[src/shared/psram_seq_pkg.sv]
// Constants used by the burst bus sequencer except SYNC_RESET and SYNC_STAGES; its pin synchroniser uses none of them
package psram_seq_pkg;

	// Initial read latency in clocks is the code plus an offset per mode
	localparam logic [4:0] FIXED_LAT_ADD = 5'h01;
	localparam logic [4:0] VAR_LAT_ADD = 5'h02;
	// A refresh collision stretches variable latency by this factor
	localparam int REFRESH_LAT_MULT = 2;

	// Reset values
	localparam logic [15:0] DQ_RESET = 16'h0000;
	localparam logic [4:0] LAT_RESET = 5'h00;
	localparam logic [1:0] SYNC_RESET = 2'h0;

	// Depth of the pin synchroniser
	localparam int SYNC_STAGES = 2;

	typedef enum logic [1:0] {
		ST_IDLE,
		ST_LATENCY,
		ST_DATA,
		ST_ROW_END
	} seq_state_t;

endpackage : psram_seq_pkg

[src/rtl/pin_sync.sv]
// Two-flop synchroniser for a group of pins sampled by ref_clk
`timescale 1ns/1ps
`default_nettype none

module pin_sync #(
	parameter int WIDTH = 1,
	parameter logic [WIDTH-1:0] RESET_VAL = '1
) (
	// Clock and reset
	input wire logic ref_clk,
	input wire logic rst_b,
	// Pins
	input wire logic [WIDTH-1:0] pin_in,
	output logic [WIDTH-1:0] pin_sync_out
);

	logic [WIDTH-1:0] stage1_q;
	logic [WIDTH-1:0] stage2_q;

	// First stage feeds only the second stage
	always_ff @(posedge ref_clk or negedge rst_b) begin
		if (!rst_b) begin
			stage1_q <= RESET_VAL;
			stage2_q <= RESET_VAL;
		end else begin
			stage1_q <= pin_in;
			stage2_q <= stage1_q;
		end
	end

	assign pin_sync_out = stage2_q;

endmodule : pin_sync

`default_nettype wire

[src/rtl/burst_psram_bus_sequencing.sv]
// Burst bus sequencer of a pseudo-static memory: latency, WAIT, data phase
`timescale 1ns/1ps
`default_nettype none

module burst_psram_bus_sequencing #(
	parameter int ADDR_W = 21,
	parameter int ROW_BITS = 7
) (
	// Clock and reset
	input wire logic ref_clk,
	input wire logic rst_b,
	// Burst bus pins from the controller
	input wire logic bus_clk,
	input wire logic chip_sel_n,
	input wire logic address_valid_n,
	input wire logic out_en_n,
	input wire logic write_en_n,
	input wire logic lower_byte_sel_n,
	input wire logic upper_byte_sel_n,
	input wire logic [ADDR_W-1:0] addr,
	input wire logic [15:0] dq_in,
	// Burst bus pins to the controller
	output logic [15:0] dq_out,
	output logic dq_oe,
	output logic wait_out,
	output logic wait_oe,
	// Configuration bits of bus_config_reg
	input wire logic [2:0] latency_count,
	input wire logic fixed_latency,
	input wire logic wait_active_high,
	input wire logic burst_wrap,
	// Internal refresh engine, same clock
	input wire logic refresh_busy,
	// Memory array port, same clock
	output logic [ADDR_W-1:0] mem_addr,
	output logic mem_wr,
	output logic [15:0] mem_wdata,
	output logic [1:0] mem_be,
	input wire logic [15:0] mem_rdata
);

	localparam int PIN_W = 7 + ADDR_W + 16;

	typedef struct packed {
		psram_seq_pkg::seq_state_t state;
		logic is_read;
		logic [4:0] lat_cnt;
		logic clk_prev;
		logic [ADDR_W-1:0] addr;
		logic [15:0] dq;
		logic wr;
		logic [15:0] wdata;
		logic [1:0] be;
		logic [4:0] lat_loaded;
	} seq_t;

	seq_t s_q;
	seq_t s_d;

	logic [PIN_W-1:0] pins_raw;
	logic [PIN_W-1:0] pins_s;
	logic clk_s;
	logic cs_n_s;
	logic adv_n_s;
	logic oe_n_s;
	logic we_n_s;
	logic lb_n_s;
	logic ub_n_s;
	logic [ADDR_W-1:0] addr_s;
	logic [15:0] dq_s;
	logic clk_rise;
	logic start;
	logic [4:0] lat_base;
	logic [4:0] lat_sel;
	logic row_last;
	logic wait_act;

	assign pins_raw = {bus_clk, chip_sel_n, address_valid_n, out_en_n,
		write_en_n, lower_byte_sel_n, upper_byte_sel_n, addr, dq_in};

	// Bus clock idles low, strobes idle high
	pin_sync #(
		.WIDTH(PIN_W),
		.RESET_VAL({1'b0, 6'h3F, {(ADDR_W + 16){1'b0}}})
	) u_pin_sync (
		.ref_clk(ref_clk),
		.rst_b(rst_b),
		.pin_in(pins_raw),
		.pin_sync_out(pins_s)
	);

	assign {clk_s, cs_n_s, adv_n_s, oe_n_s, we_n_s, lb_n_s, ub_n_s,
		addr_s, dq_s} = pins_s;

	// A stopped bus clock gives no rise, so a suspended burst just halts
	assign clk_rise = clk_s && !s_q.clk_prev;
	// Any clocked address-valid with select low opens a burst, even
	// mid-burst or straight after an asynchronous write
	assign start = clk_rise && !cs_n_s && !adv_n_s;

	localparam logic [4:0] LAT_ZERO = 5'h00;

	always_comb begin
		lat_base = {2'h0, latency_count} + psram_seq_pkg::VAR_LAT_ADD;
		if (!we_n_s) begin
			lat_sel = {2'h0, latency_count};
		end else if (fixed_latency) begin
			lat_sel = {2'h0, latency_count} + psram_seq_pkg::FIXED_LAT_ADD;
		end else begin
			lat_sel = refresh_busy ?
				5'(lat_base * psram_seq_pkg::REFRESH_LAT_MULT) : lat_base;
		end
	end

	assign row_last = &s_q.addr[ROW_BITS-1:0];

	always_comb begin
		s_d = s_q;
		s_d.clk_prev = clk_s;
		s_d.wr = 1'b0;
		// Write address advances a cycle late so it stands with mem_wr
		if (s_q.wr) begin
			s_d.addr = s_q.addr + ADDR_W'(1);
		end
		if (cs_n_s) begin
			s_d.state = psram_seq_pkg::ST_IDLE;
		end else if (start) begin
			s_d.is_read = we_n_s;
			s_d.addr = addr_s;
			s_d.lat_cnt = lat_sel;
			s_d.lat_loaded = lat_sel;
			s_d.state = (lat_sel == LAT_ZERO) ?
				psram_seq_pkg::ST_DATA : psram_seq_pkg::ST_LATENCY;
		end else if (clk_rise) begin
			case (s_q.state)
				psram_seq_pkg::ST_LATENCY: begin
					s_d.lat_cnt = s_q.lat_cnt - 5'h01;
					if (s_q.lat_cnt == 5'h01) begin
						s_d.state = psram_seq_pkg::ST_DATA;
					end
				end
				psram_seq_pkg::ST_DATA: begin
					if (s_q.is_read) begin
						s_d.dq = mem_rdata;
						s_d.addr = s_q.addr + ADDR_W'(1);
					end else begin
						s_d.wr = 1'b1;
						s_d.wdata = dq_s;
						s_d.be = {!ub_n_s, !lb_n_s};
					end
					if (!burst_wrap && row_last) begin
						s_d.state = psram_seq_pkg::ST_ROW_END;
					end
				end
				psram_seq_pkg::ST_ROW_END: begin
					s_d.state = psram_seq_pkg::ST_ROW_END;
				end
				default: begin
					s_d.state = psram_seq_pkg::ST_IDLE;
				end
			endcase
		end
	end

	always_ff @(posedge ref_clk or negedge rst_b) begin
		if (!rst_b) begin
			s_q <= '{state: psram_seq_pkg::ST_IDLE, is_read: 1'b0,
				lat_cnt: psram_seq_pkg::LAT_RESET, clk_prev: 1'b0,
				addr: '0, dq: psram_seq_pkg::DQ_RESET, wr: 1'b0,
				wdata: psram_seq_pkg::DQ_RESET, be: 2'h0,
				lat_loaded: psram_seq_pkg::LAT_RESET};
		end else begin
			s_q <= s_d;
		end
	end

	// WAIT stays asserted through latency and at a row boundary
	assign wait_act = (s_q.state == psram_seq_pkg::ST_LATENCY) ||
		(s_q.state == psram_seq_pkg::ST_ROW_END);
	assign wait_out = wait_active_high ? wait_act : !wait_act;
	assign wait_oe = !cs_n_s;

	// Output data is a register, so a suspend leaves it driven and stable
	assign dq_out = s_q.dq;
	// The last word of a row is still driven while row-end WAIT holds
	assign dq_oe = !cs_n_s && !oe_n_s && s_q.is_read &&
		((s_q.state == psram_seq_pkg::ST_DATA) ||
		(s_q.state == psram_seq_pkg::ST_ROW_END));

	assign mem_addr = s_q.addr;
	assign mem_wr = s_q.wr;
	assign mem_wdata = s_q.wdata;
	assign mem_be = s_q.be;
endmodule : burst_psram_bus_sequencing

`default_nettype wire

[config.mk]
export PLATFORM = sky130hd
export DESIGN_NAME = burst_psram_bus_sequencing
export DESIGN_NICKNAME = d
export VERILOG_FILES = /design/src/shared/psram_seq_pkg.sv /design/src/rtl/pin_sync.sv /design/src/rtl/burst_psram_bus_sequencing.sv
export SDC_FILE = /design/constraint.sdc
export NUM_CORES = 1
export LEC_CHECK = 0
export BUFFER_PORTS_ARGS = -buffer_cell sky130_fd_sc_hd__buf_4
export CAP_MARGIN = 20
export CORE_UTILIZATION = 49
export CTS_BUF_LIST = sky130_fd_sc_hd__clkbuf_16
export DETAILED_ROUTE_END_ITERATION = 6
export GPL_ROUTABILITY_DRIVEN = 0
export PLACE_DENSITY = 0.77
export SLEW_MARGIN = 20
export SYNTH_ARGS = -nofsm -noshare
export SYNTH_HDL_FRONTEND = slang
export SYNTH_SLANG_ARGS = --single-unit
[constraint.sdc]
create_clock -name ref_clk -period 1.7 [get_ports ref_clk]
set_input_delay 0.17 -clock ref_clk [delete_from_list [all_inputs] [get_ports ref_clk]]
set_output_delay 0.17 -clock ref_clk [all_outputs]
set_load 0.02 [all_outputs]
; After elaboration in Yosys (flattened, before gate mapping)
; Cells that the tools add are included.
[word_totals]
output_inout_bits = 59
register_bits = 158
inputBits = 69
wordCells = 75
[classes]
n_reduce_logical = 27
eq_ne = 6
n_mux = 23
n_addsub = 4
n_bitwise = 3
[op_table]
columns = cell, count
row1 = $mux 56, 2
row2 = $mux 61, 1
row3 = $mux 21, 2
row4 = $mux 37, 1
row5 = $mux 35, 1
row6 = $mux 5, 7
row7 = $add 21x1->21 const B, 1
row8 = $mux 19, 1
row9 = $mux 2, 6
row10 = $reduce_and 5->1, 2
row11 = $logic_not 1->1, 8
row12 = $ne 4x3->1 const B, 2
row13 = $logic_and 1x1->1, 7
row14 = $reduce_and 7->1, 1
row15 = $pmux 2 s3, 1
row16 = $reduce_and 3->1, 2
row17 = $eq 5x1->1 const B, 1
row18 = $logic_not 5->1, 1
row19 = $sub 5x1->5 const B, 1
row20 = $add 3x1->4 const B, 1
row21 = $add 3x2->4 const B, 1
row22 = $eq 2x2->1 const B, 2
row23 = $reduce_bool 2->1, 2
row24 = $not 1->1, 3
row25 = other kinds (5), 6

; Logic depth before layout (Yosys ltp)
; Gate-level depths: netlist of the first run.
[logic_depth]
ltp_word = 8
depth_mapped = 6
depth_no_buf = 6

; Modules after synthesis
; From an unflattened synthesis of the first run, not the netlist that was laid out.
[unflattened]
cells_unflattened = 454
hier_area_um2 = 5941.9
[by_module_without_submodules]
columns = mod, seq_area_each_um2, instances, cells_each, area_each_um2
row1 = burst_psram_bus_sequencing, 1626.6, 1, 366, 3724.8
row2 = pin_sync, 2217.1, 1, 88, 2217.1

; Least setup slack after synthesis of the first run
; OpenSTA, ideal clock, no wires.
[synth_path]
kind = reg2reg
startpoint = register u_pin_sync.stage2_q[42] (netlist: u_pin_sync.pin_sync_out[42])
endpoint = register s_q, in the netlist dq_out[10]
setup_time_ns = 0.125
period_less_slack_ns = 1.681
required_time_ns = 1.575
path_buffers = 2
t_arrival_ns = 1.556
slack_ns = 0.019
stages_incl_launch_ff = 6
cell_sequence = dfstp_2 > nand3b_4 > or2_0 > buf_6 > buf_2 > mux2_2
[synth_via]
elab_chain_len = 5
elab_cells_between_ends = 6
cone_classes = 2 x bitwise / 4 x reduce/logical
[synth_lines]
columns = item, line
row1 = from (decl), pin_sync.sv:18  ; logic [WIDTH-1:0] stage2_q;
row2 = from (signal assigned), pin_sync.sv:27  ; stage2_q <= stage1_q;
row3 = $logic_not 1->1, burst_psram_bus_sequencing.sv:99  ; assign start = clk_rise && !cs_n_s && !adv_n_s;
row4 = $logic_and 1x1->1 (2 in a row), burst_psram_bus_sequencing.sv:99
row5 = $not 1->1 (no source line), -
row6 = $reduce_and 5->1 (no source line) *, -
row7 = to (signal assigned), burst_psram_bus_sequencing.sv:167  ; s_q <= '{state: psram_seq_pkg::ST_IDLE, is_read: 1'b0,
row8 = to (decl), burst_psram_bus_sequencing.sv:57  ; seq_t s_q;
; Mark *: on every way between the ends. The rest lies on a longest branch, timed or not.
; A chain may end at the register's enable or synchronous reset.

; Worst setup path in the final report of the first run
[layout_path]
startpoint = register u_pin_sync.stage2_q[43] (netlist: u_pin_sync.pin_sync_out[43])
endpoint = register s_q[65] (netlist name)
[layout_via]
elab_chain_len = 5
elab_cells_between_ends = 7
cone_classes = 1 x mux / 6 x reduce/logical
[layout_lines]
columns = item, line
row1 = $logic_and 1x1->1 *, burst_psram_bus_sequencing.sv:96  ; assign clk_rise = clk_s && !s_q.clk_prev;
row2 = $logic_and 1x1->1 (2 in a row), burst_psram_bus_sequencing.sv:99
row3 = $reduce_bool 2->1 (no source line), -
row4 = $reduce_and 3->1 (no source line), -
; Marks and branches as above.

==> results.json, run 1 <==
{
  "run_status": "finished, violations left",
  "violations": "setup timing",
  "cp.arrival_ps": 2040,
  "skew_ps": 7.38,
  "ys.flop_type": "dfrtp_1",
  "clkSinkCount": 153,
  "slew_headroom_pct": 63.6,
  "cts-root-buf": "clkbuf_16",
  "grt_max_degree": 61,
  "grt_pass1_vias": 4650,
  "path_clk_slew_ps": 60,
  "postLayoutCoreUtil_pct": 71.6,
  "synth_fp_nets": 572,
  "drc": 0,
  "cts_buffers": 17,
  "netlist_area_um2": 6050,
  "core-area_um2": 12000,
  "synth_cell_types": 67,
  "clock_latency_ps": 410,
  "worstReg2RegEnd": "s_q[65]",
  "std_cell_rows": 40,
  "ys_seq_area_share_pct": 63.5,
  "routedWlPerCell_um": 16.1,
  "ys_ff_latch": 153,
  "yosys_warnings": 0,
  "report.final.hold_viol_count": 0,
  "drive_above_1_share_pct": 41.3,
  "min_period_over_period_pct": 103,
  "hold_path_class": "input pin to flip-flop",
  "first_pass_iters": 5,
  "p_switching_w": 0.00239,
  "swShare_pct": 26.0,
  "rrSetupSlack_ps": -40,
  "final-max-slew-violation-count": 0,
  "final_nets": 768,
  "placed_area_um2": 7080,
  "preCtsSetupSlack_ps": -127,
  "synth-edff-count": 0,
  "path_class": "flip-flop to flip-flop",
  "htreeDepth": 4,
  "numPortBuffers": 127,
  "power_frac_clock_pct": 39.6,
  "syn_inst": 498,
  "vdd_drop_max_v": 0.000779,
  "area_growth_pct": 42.0,
  "cp.required_ps": 1990,
  "stdcell_count": 854,
  "grt_pass1_wl_um": 22300,
  "ant_nets": 0,
  "diodes": 0,
  "layout_common_cells": "174 x buf_4, 141 x dfrtp_1, 71 x nand2_1",
  "avgSynthCellArea_um2": 12.2,
  "ioPinCount": 128,
  "power_frac_seq_pct": 45.0,
  "total_power_w": 0.00922,
  "first_iter_violations": 259,
  "period_minus_slack_ps": 1740,
  "clockBufferDepth": 2,
  "overflow": 0,
  "die_h_um": 113,
  "worst_setup_path_end_kind": "flip-flop",
  "dp_hpwl_um": 8640,
  "antenna_found_initial": 0,
  "p_int_w": 0.00682,
  "synthArstFlopShare_pct": 100,
  "max_freq_ghz": 0.574,
  "reg2reg_from": "u_pin_sync.pin_sync_out[43]",
  "setup_viol": 3,
  "initial_core_util_pct": 50.4,
  "worst-slew-pin-transition_ps": 546,
  "comb_power_share_pct": 15.4,
  "stdcell_area_um2": 8600,
  "die-area_um2": 12800,
  "total_leakage_power_nw": 4.08,
  "reg2regPathDepth": 7,
  "hp-start": "refresh_busy",
  "rsz0062_at_grt": "yes",
  "drt-total-wl_um": 13700,
  "finalWorstSetupSlack_ps": -42.9,
  "cts_tree": "yes",
  "startpoint_type": "flip-flop",
  "vias": 4454,
  "min_to": "s_q[66]",
  "p_per_area_nw_per_um2": 1070,
  "place_inst": 749,
  "max-cap-violations": 0,
  "viasPerCell": 5.22,
  "holdPathStages": 3,
  "layout_commonest_cell": "buf_4",
  "die_x_um": 113,
  "grt_usage_pct": 22.8,
  "crit_fanout": 6
}
==> synthesized netlist by cell type, drive strengths merged, types with 5 or more instances <==
library cell	count	area, µm²
nand2	82	315
nor2b	7	43.8
ha	5	62.6
nand3	14	70.1
dfrtp	141	3530
inv	11	41.3
dfstp	12	315
a31oi	7	43.8
buf	66	490
a21oi	11	55.1
nor3	10	55.1
nor2	13	51.3
mux2	19	218
o21ai	22	121
and3	6	37.5
==> cell type report <==
type | instances | area [µm²]
clock buffers | 17 | 425
multi-input cells | 265 | 1870
repair buffers | 246 | 2080
well taps | 147 | 184
flip-flops and latches | 153 | 3840
inverters | 11 | 43.8
fillers | 799 | 3410
clock inverters | 15 | 151
==> kinds of logic (layout without fill, tap and decap cells) <==
kind of cell | after synthesis | in the layout | synth area share, %
flip-flops | 153 | 153 | 63.5
buffers and inverters | 80 | 289 | 8.97
XOR/XNOR | 5 | 5 | 0.724
multiplexers | 21 | 21 | 3.93
AND/OR/NAND/NOR | 160 | 160 | 13.4
adder cells (fa/ha/maj) | 5 | 5 | 1.03
AO/OA/AOI/OAI | 74 | 74 | 8.50
==> worst max path at each step <==
| stage | cells after the start | start | slack, ps | to |
|---|---|---|---|---|
| floorplan | 5 | u_pin_sync.pin_sync_out[42] | 20 | dq_out[10] |
| global placement | 5 | u_pin_sync.pin_sync_out[42] | -60 | mem_addr[1] |
| finish | 7 | u_pin_sync.pin_sync_out[43] | -40 | s_q[65] |
| global route | 7 | u_pin_sync.pin_sync_out[43] | -100 | s_q[65] |
| CTS | 6 | u_pin_sync.pin_sync_out[41] | 10 | s_q[68] |
| detailed placement | 7 | mem_addr[0] | -130 | s_q[68] |
==> stage by stage <==
stage / TNS [ps] / hold WS [ps]
floorplan: 0 / -126
global route: -1350 / 124
global placement: -127 / 172
finish: -59.6 / 137
CTS: 0 / 154
detailed placement: -1680 / 180
==> flip-flops by register name, summed over array words and instances, names as in the netlist <==
name                     flops
mem_wdata                   16
mem_be                       2
mem_wr                       1
dq_out                      16
mem_addr                    21
u_pin_sync.pin_sync_out     44
u_pin_sync.stage1_q         44
s_q                          9
==> per-layer routing <==
layer | part of all wire (%) | track usage [%] | vias to the layer above
met2 | 52 | 39.6 | 147
met4 | 1.2 | 6.49 | 0
li1 | - | - | 2051
met3 | 5.9 | 7.66 | 13
met5 | 0 | 0 | -
met1 | 41 | 26.9 | 2243
==> critical path, cell delays in order, from the launching register on <==
cell and delay [ps]:
dfrtp_1 410, or3b_4 440, nor2_4 210, buf_4 140, buf_4 120, nor2_1 60, a32oi_1 160, o21ai_1 80
==> what timing repair did <==
item                                    4_1_cts  5_1_grt
buffers inserted                              2       11
pin swaps                                     3       17
hold buffers                                 61        0
endpoints found under the hold margin       105        0
gates resized for setup                      14       51
endpoints found under the setup margin       46       40
==> power groups by stage <==
stage	clock (W)	combinational [W]	sequential, W
global route	0.00389	0.00153	0.00418
finish	0.00365	0.00142	0.00415
global placement	0	0.00119	0.00418
detailed placement	0	0.00123	0.00419
floorplan	0	0.000746	0.00416
CTS	0.00371	0.00136	0.00413
Power figures use the tool's default switching activity.
==> inputs of run 2 (changes only) <==
--- a/config.mk
+++ b/config.mk
@@ -12,6 +12,7 @@
 export DETAILED_ROUTE_END_ITERATION = 6
 export GPL_ROUTABILITY_DRIVEN = 0
 export PLACE_DENSITY = 0.77
+export RECOVER_POWER = 100
 export SLEW_MARGIN = 20
 export SYNTH_ARGS = -nofsm -noshare
 export SYNTH_HDL_FRONTEND = slang
==> results.json, run 2 (synthesized netlist as in run 1, its figures left out) <==
{
  "viasPerCell": 5.21,
  "total_leakage_power_nw": 3.85,
  "p_switching_w": 0.00239,
  "slew_headroom_pct": 12.5,
  "die_x_um": 113,
  "worst-slew-pin-transition_ps": 1310,
  "holdPathStages": 3,
  "clock_latency_ps": 420,
  "finalWorstSetupSlack_ps": -42.6,
  "min_period_over_period_pct": 103,
  "power_frac_clock_pct": 40.1,
  "routedWlPerCell_um": 16.0,
  "first_pass_iters": 5,
  "period_minus_slack_ps": 1740,
  "layout_commonest_cell": "dfrtp_1",
  "violations": "setup timing",
  "htreeDepth": 4,
  "grt_pass1_vias": 4650,
  "postLayoutCoreUtil_pct": 69.7,
  "total_power_w": 0.00909,
  "hp-start": "refresh_busy",
  "min_to": "s_q[66]",
  "cp.required_ps": 1990,
  "hold_path_class": "input pin to flip-flop",
  "drt-total-wl_um": 13700,
  "cts_tree": "yes",
  "p_int_w": 0.00670,
  "stdcell_area_um2": 8370,
  "reg2regPathDepth": 7,
  "ant_nets": 0,
  "cts_buffers": 17,
  "power_frac_seq_pct": 45.6,
  "worstReg2RegEnd": "s_q[65]",
  "grt_max_degree": 61,
  "max_freq_ghz": 0.574,
  "final_nets": 768,
  "crit_fanout": 6,
  "cp-startpoint": "u_pin_sync.pin_sync_out[43]",
  "path_class": "flip-flop to flip-flop",
  "drc": 0,
  "initial_core_util_pct": 50.4,
  "clkSinkCount": 153,
  "rsz0062_at_grt": "yes",
  "cts-root-buf": "clkbuf_16",
  "die_h_um": 113,
  "antenna_found_initial": 0,
  "final-max-slew-violation-count": 0,
  "vias": 4448,
  "area_growth_pct": 38.3,
  "overflow": 0,
  "die-area_um2": 12800,
  "layout_common_cells": "141 x dfrtp_1, 75 x buf_4, 71 x nand2_1",
  "ioPinCount": 128,
  "grt_pass1_wl_um": 22300,
  "reg2reg_from": "u_pin_sync.pin_sync_out[43]",
  "grt_usage_pct": 22.8,
  "setup_viol": 4,
  "drive_above_1_share_pct": 33.4,
  "placed_area_um2": 7080,
  "swShare_pct": 26.3,
  "report.final.hold_viol_count": 0,
  "cp.arrival_ps": 2040,
  "rrSetupSlack_ps": -40,
  "path_clk_slew_ps": 60,
  "run_status": "finished, violations left",
  "core-area_um2": 12000,
  "dp_hpwl_um": 8640,
  "startpoint_type": "flip-flop",
  "vdd_drop_max_v": 0.000778,
  "p_per_area_nw_per_um2": 1090,
  "numPortBuffers": 127,
  "worst_setup_path_end_kind": "flip-flop",
  "clockBufferDepth": 2,
  "first_iter_violations": 239,
  "diodes": 0,
  "std_cell_rows": 40,
  "max-cap-violations": 0,
  "comb_power_share_pct": 14.2,
  "skew_ps": 7.92
}
-- run 2: layout make-up --
class | count | area, µm²
fill | 859 | 3640
clock buffer | 17 | 425
multi-input combinational | 265 | 1870
inverter | 11 | 43.8
tap | 147 | 184
clock inverter | 15 | 151
sequential | 153 | 3840
timing repair buffer | 246 | 1860
-- run 2: what timing repair did --
action	in CTS	in global routing
endpoints found under the setup margin	46	40
pin swaps	3	17
buffers inserted	2	11
hold endpoints to repair	105	0
hold buffers	61	0
gates cloned	0	0
resized for setup	14	51
-- run 2: critical path, cell delays in order, from the launching register on --
cell,delay [ps]
dfrtp_1,410
or3b_4,440
nor2_4,210
buf_4,140
buf_4,120
nor2_1,60
a32oi_1,160
o21ai_1,80
-- run 2: through the flow --
step	cells	TNS [ps]	hold WS (ps)	setup slack (ps)
2_1_floorplan	498	0	-126	18.9
3_3_place_gp	749	-127	172	-60.5
3_5_place_dp	749	-1680	180	-127
4_1_cts	844	0	154	11.3
5_1_grt	854	-1510	124	-101
6_report	854	-68.1	134	-42.6
-- run 2: worst max-delay path by stage --
stage	to	depth (start not counted)	slack (ps)
floorplan	dq_out[10]	5	20
global placement	mem_addr[1]	5	-60
detailed placement	s_q[68]	7	-130
CTS	s_q[68]	6	10
global route	s_q[65]	7	-100
finish	s_q[65]	7	-40
-- run 2: per-layer routing --
| metal | up-vias | part of all wire, % | global-route usage [%] |
|---|---|---|---|
| met5 | - | 0 | 0 |
| met4 | 0 | 1.3 | 6.49 |
| met3 | 15 | 5.5 | 7.66 |
| met2 | 150 | 52 | 39.6 |
| met1 | 2232 | 41 | 26.9 |
| li1 | 2051 | - | - |
-- run 2: power by group through the flow --
stage	Combinational (W)	Sequential [W]	Clock (W)
after floorplan	0.000746	0.00416	0
after global placement	0.00119	0.00418	0
after detailed placement	0.00123	0.00419	0
after CTS	0.00136	0.00413	0.00371
after global routing	0.00141	0.00418	0.00389
final	0.00129	0.00415	0.00365
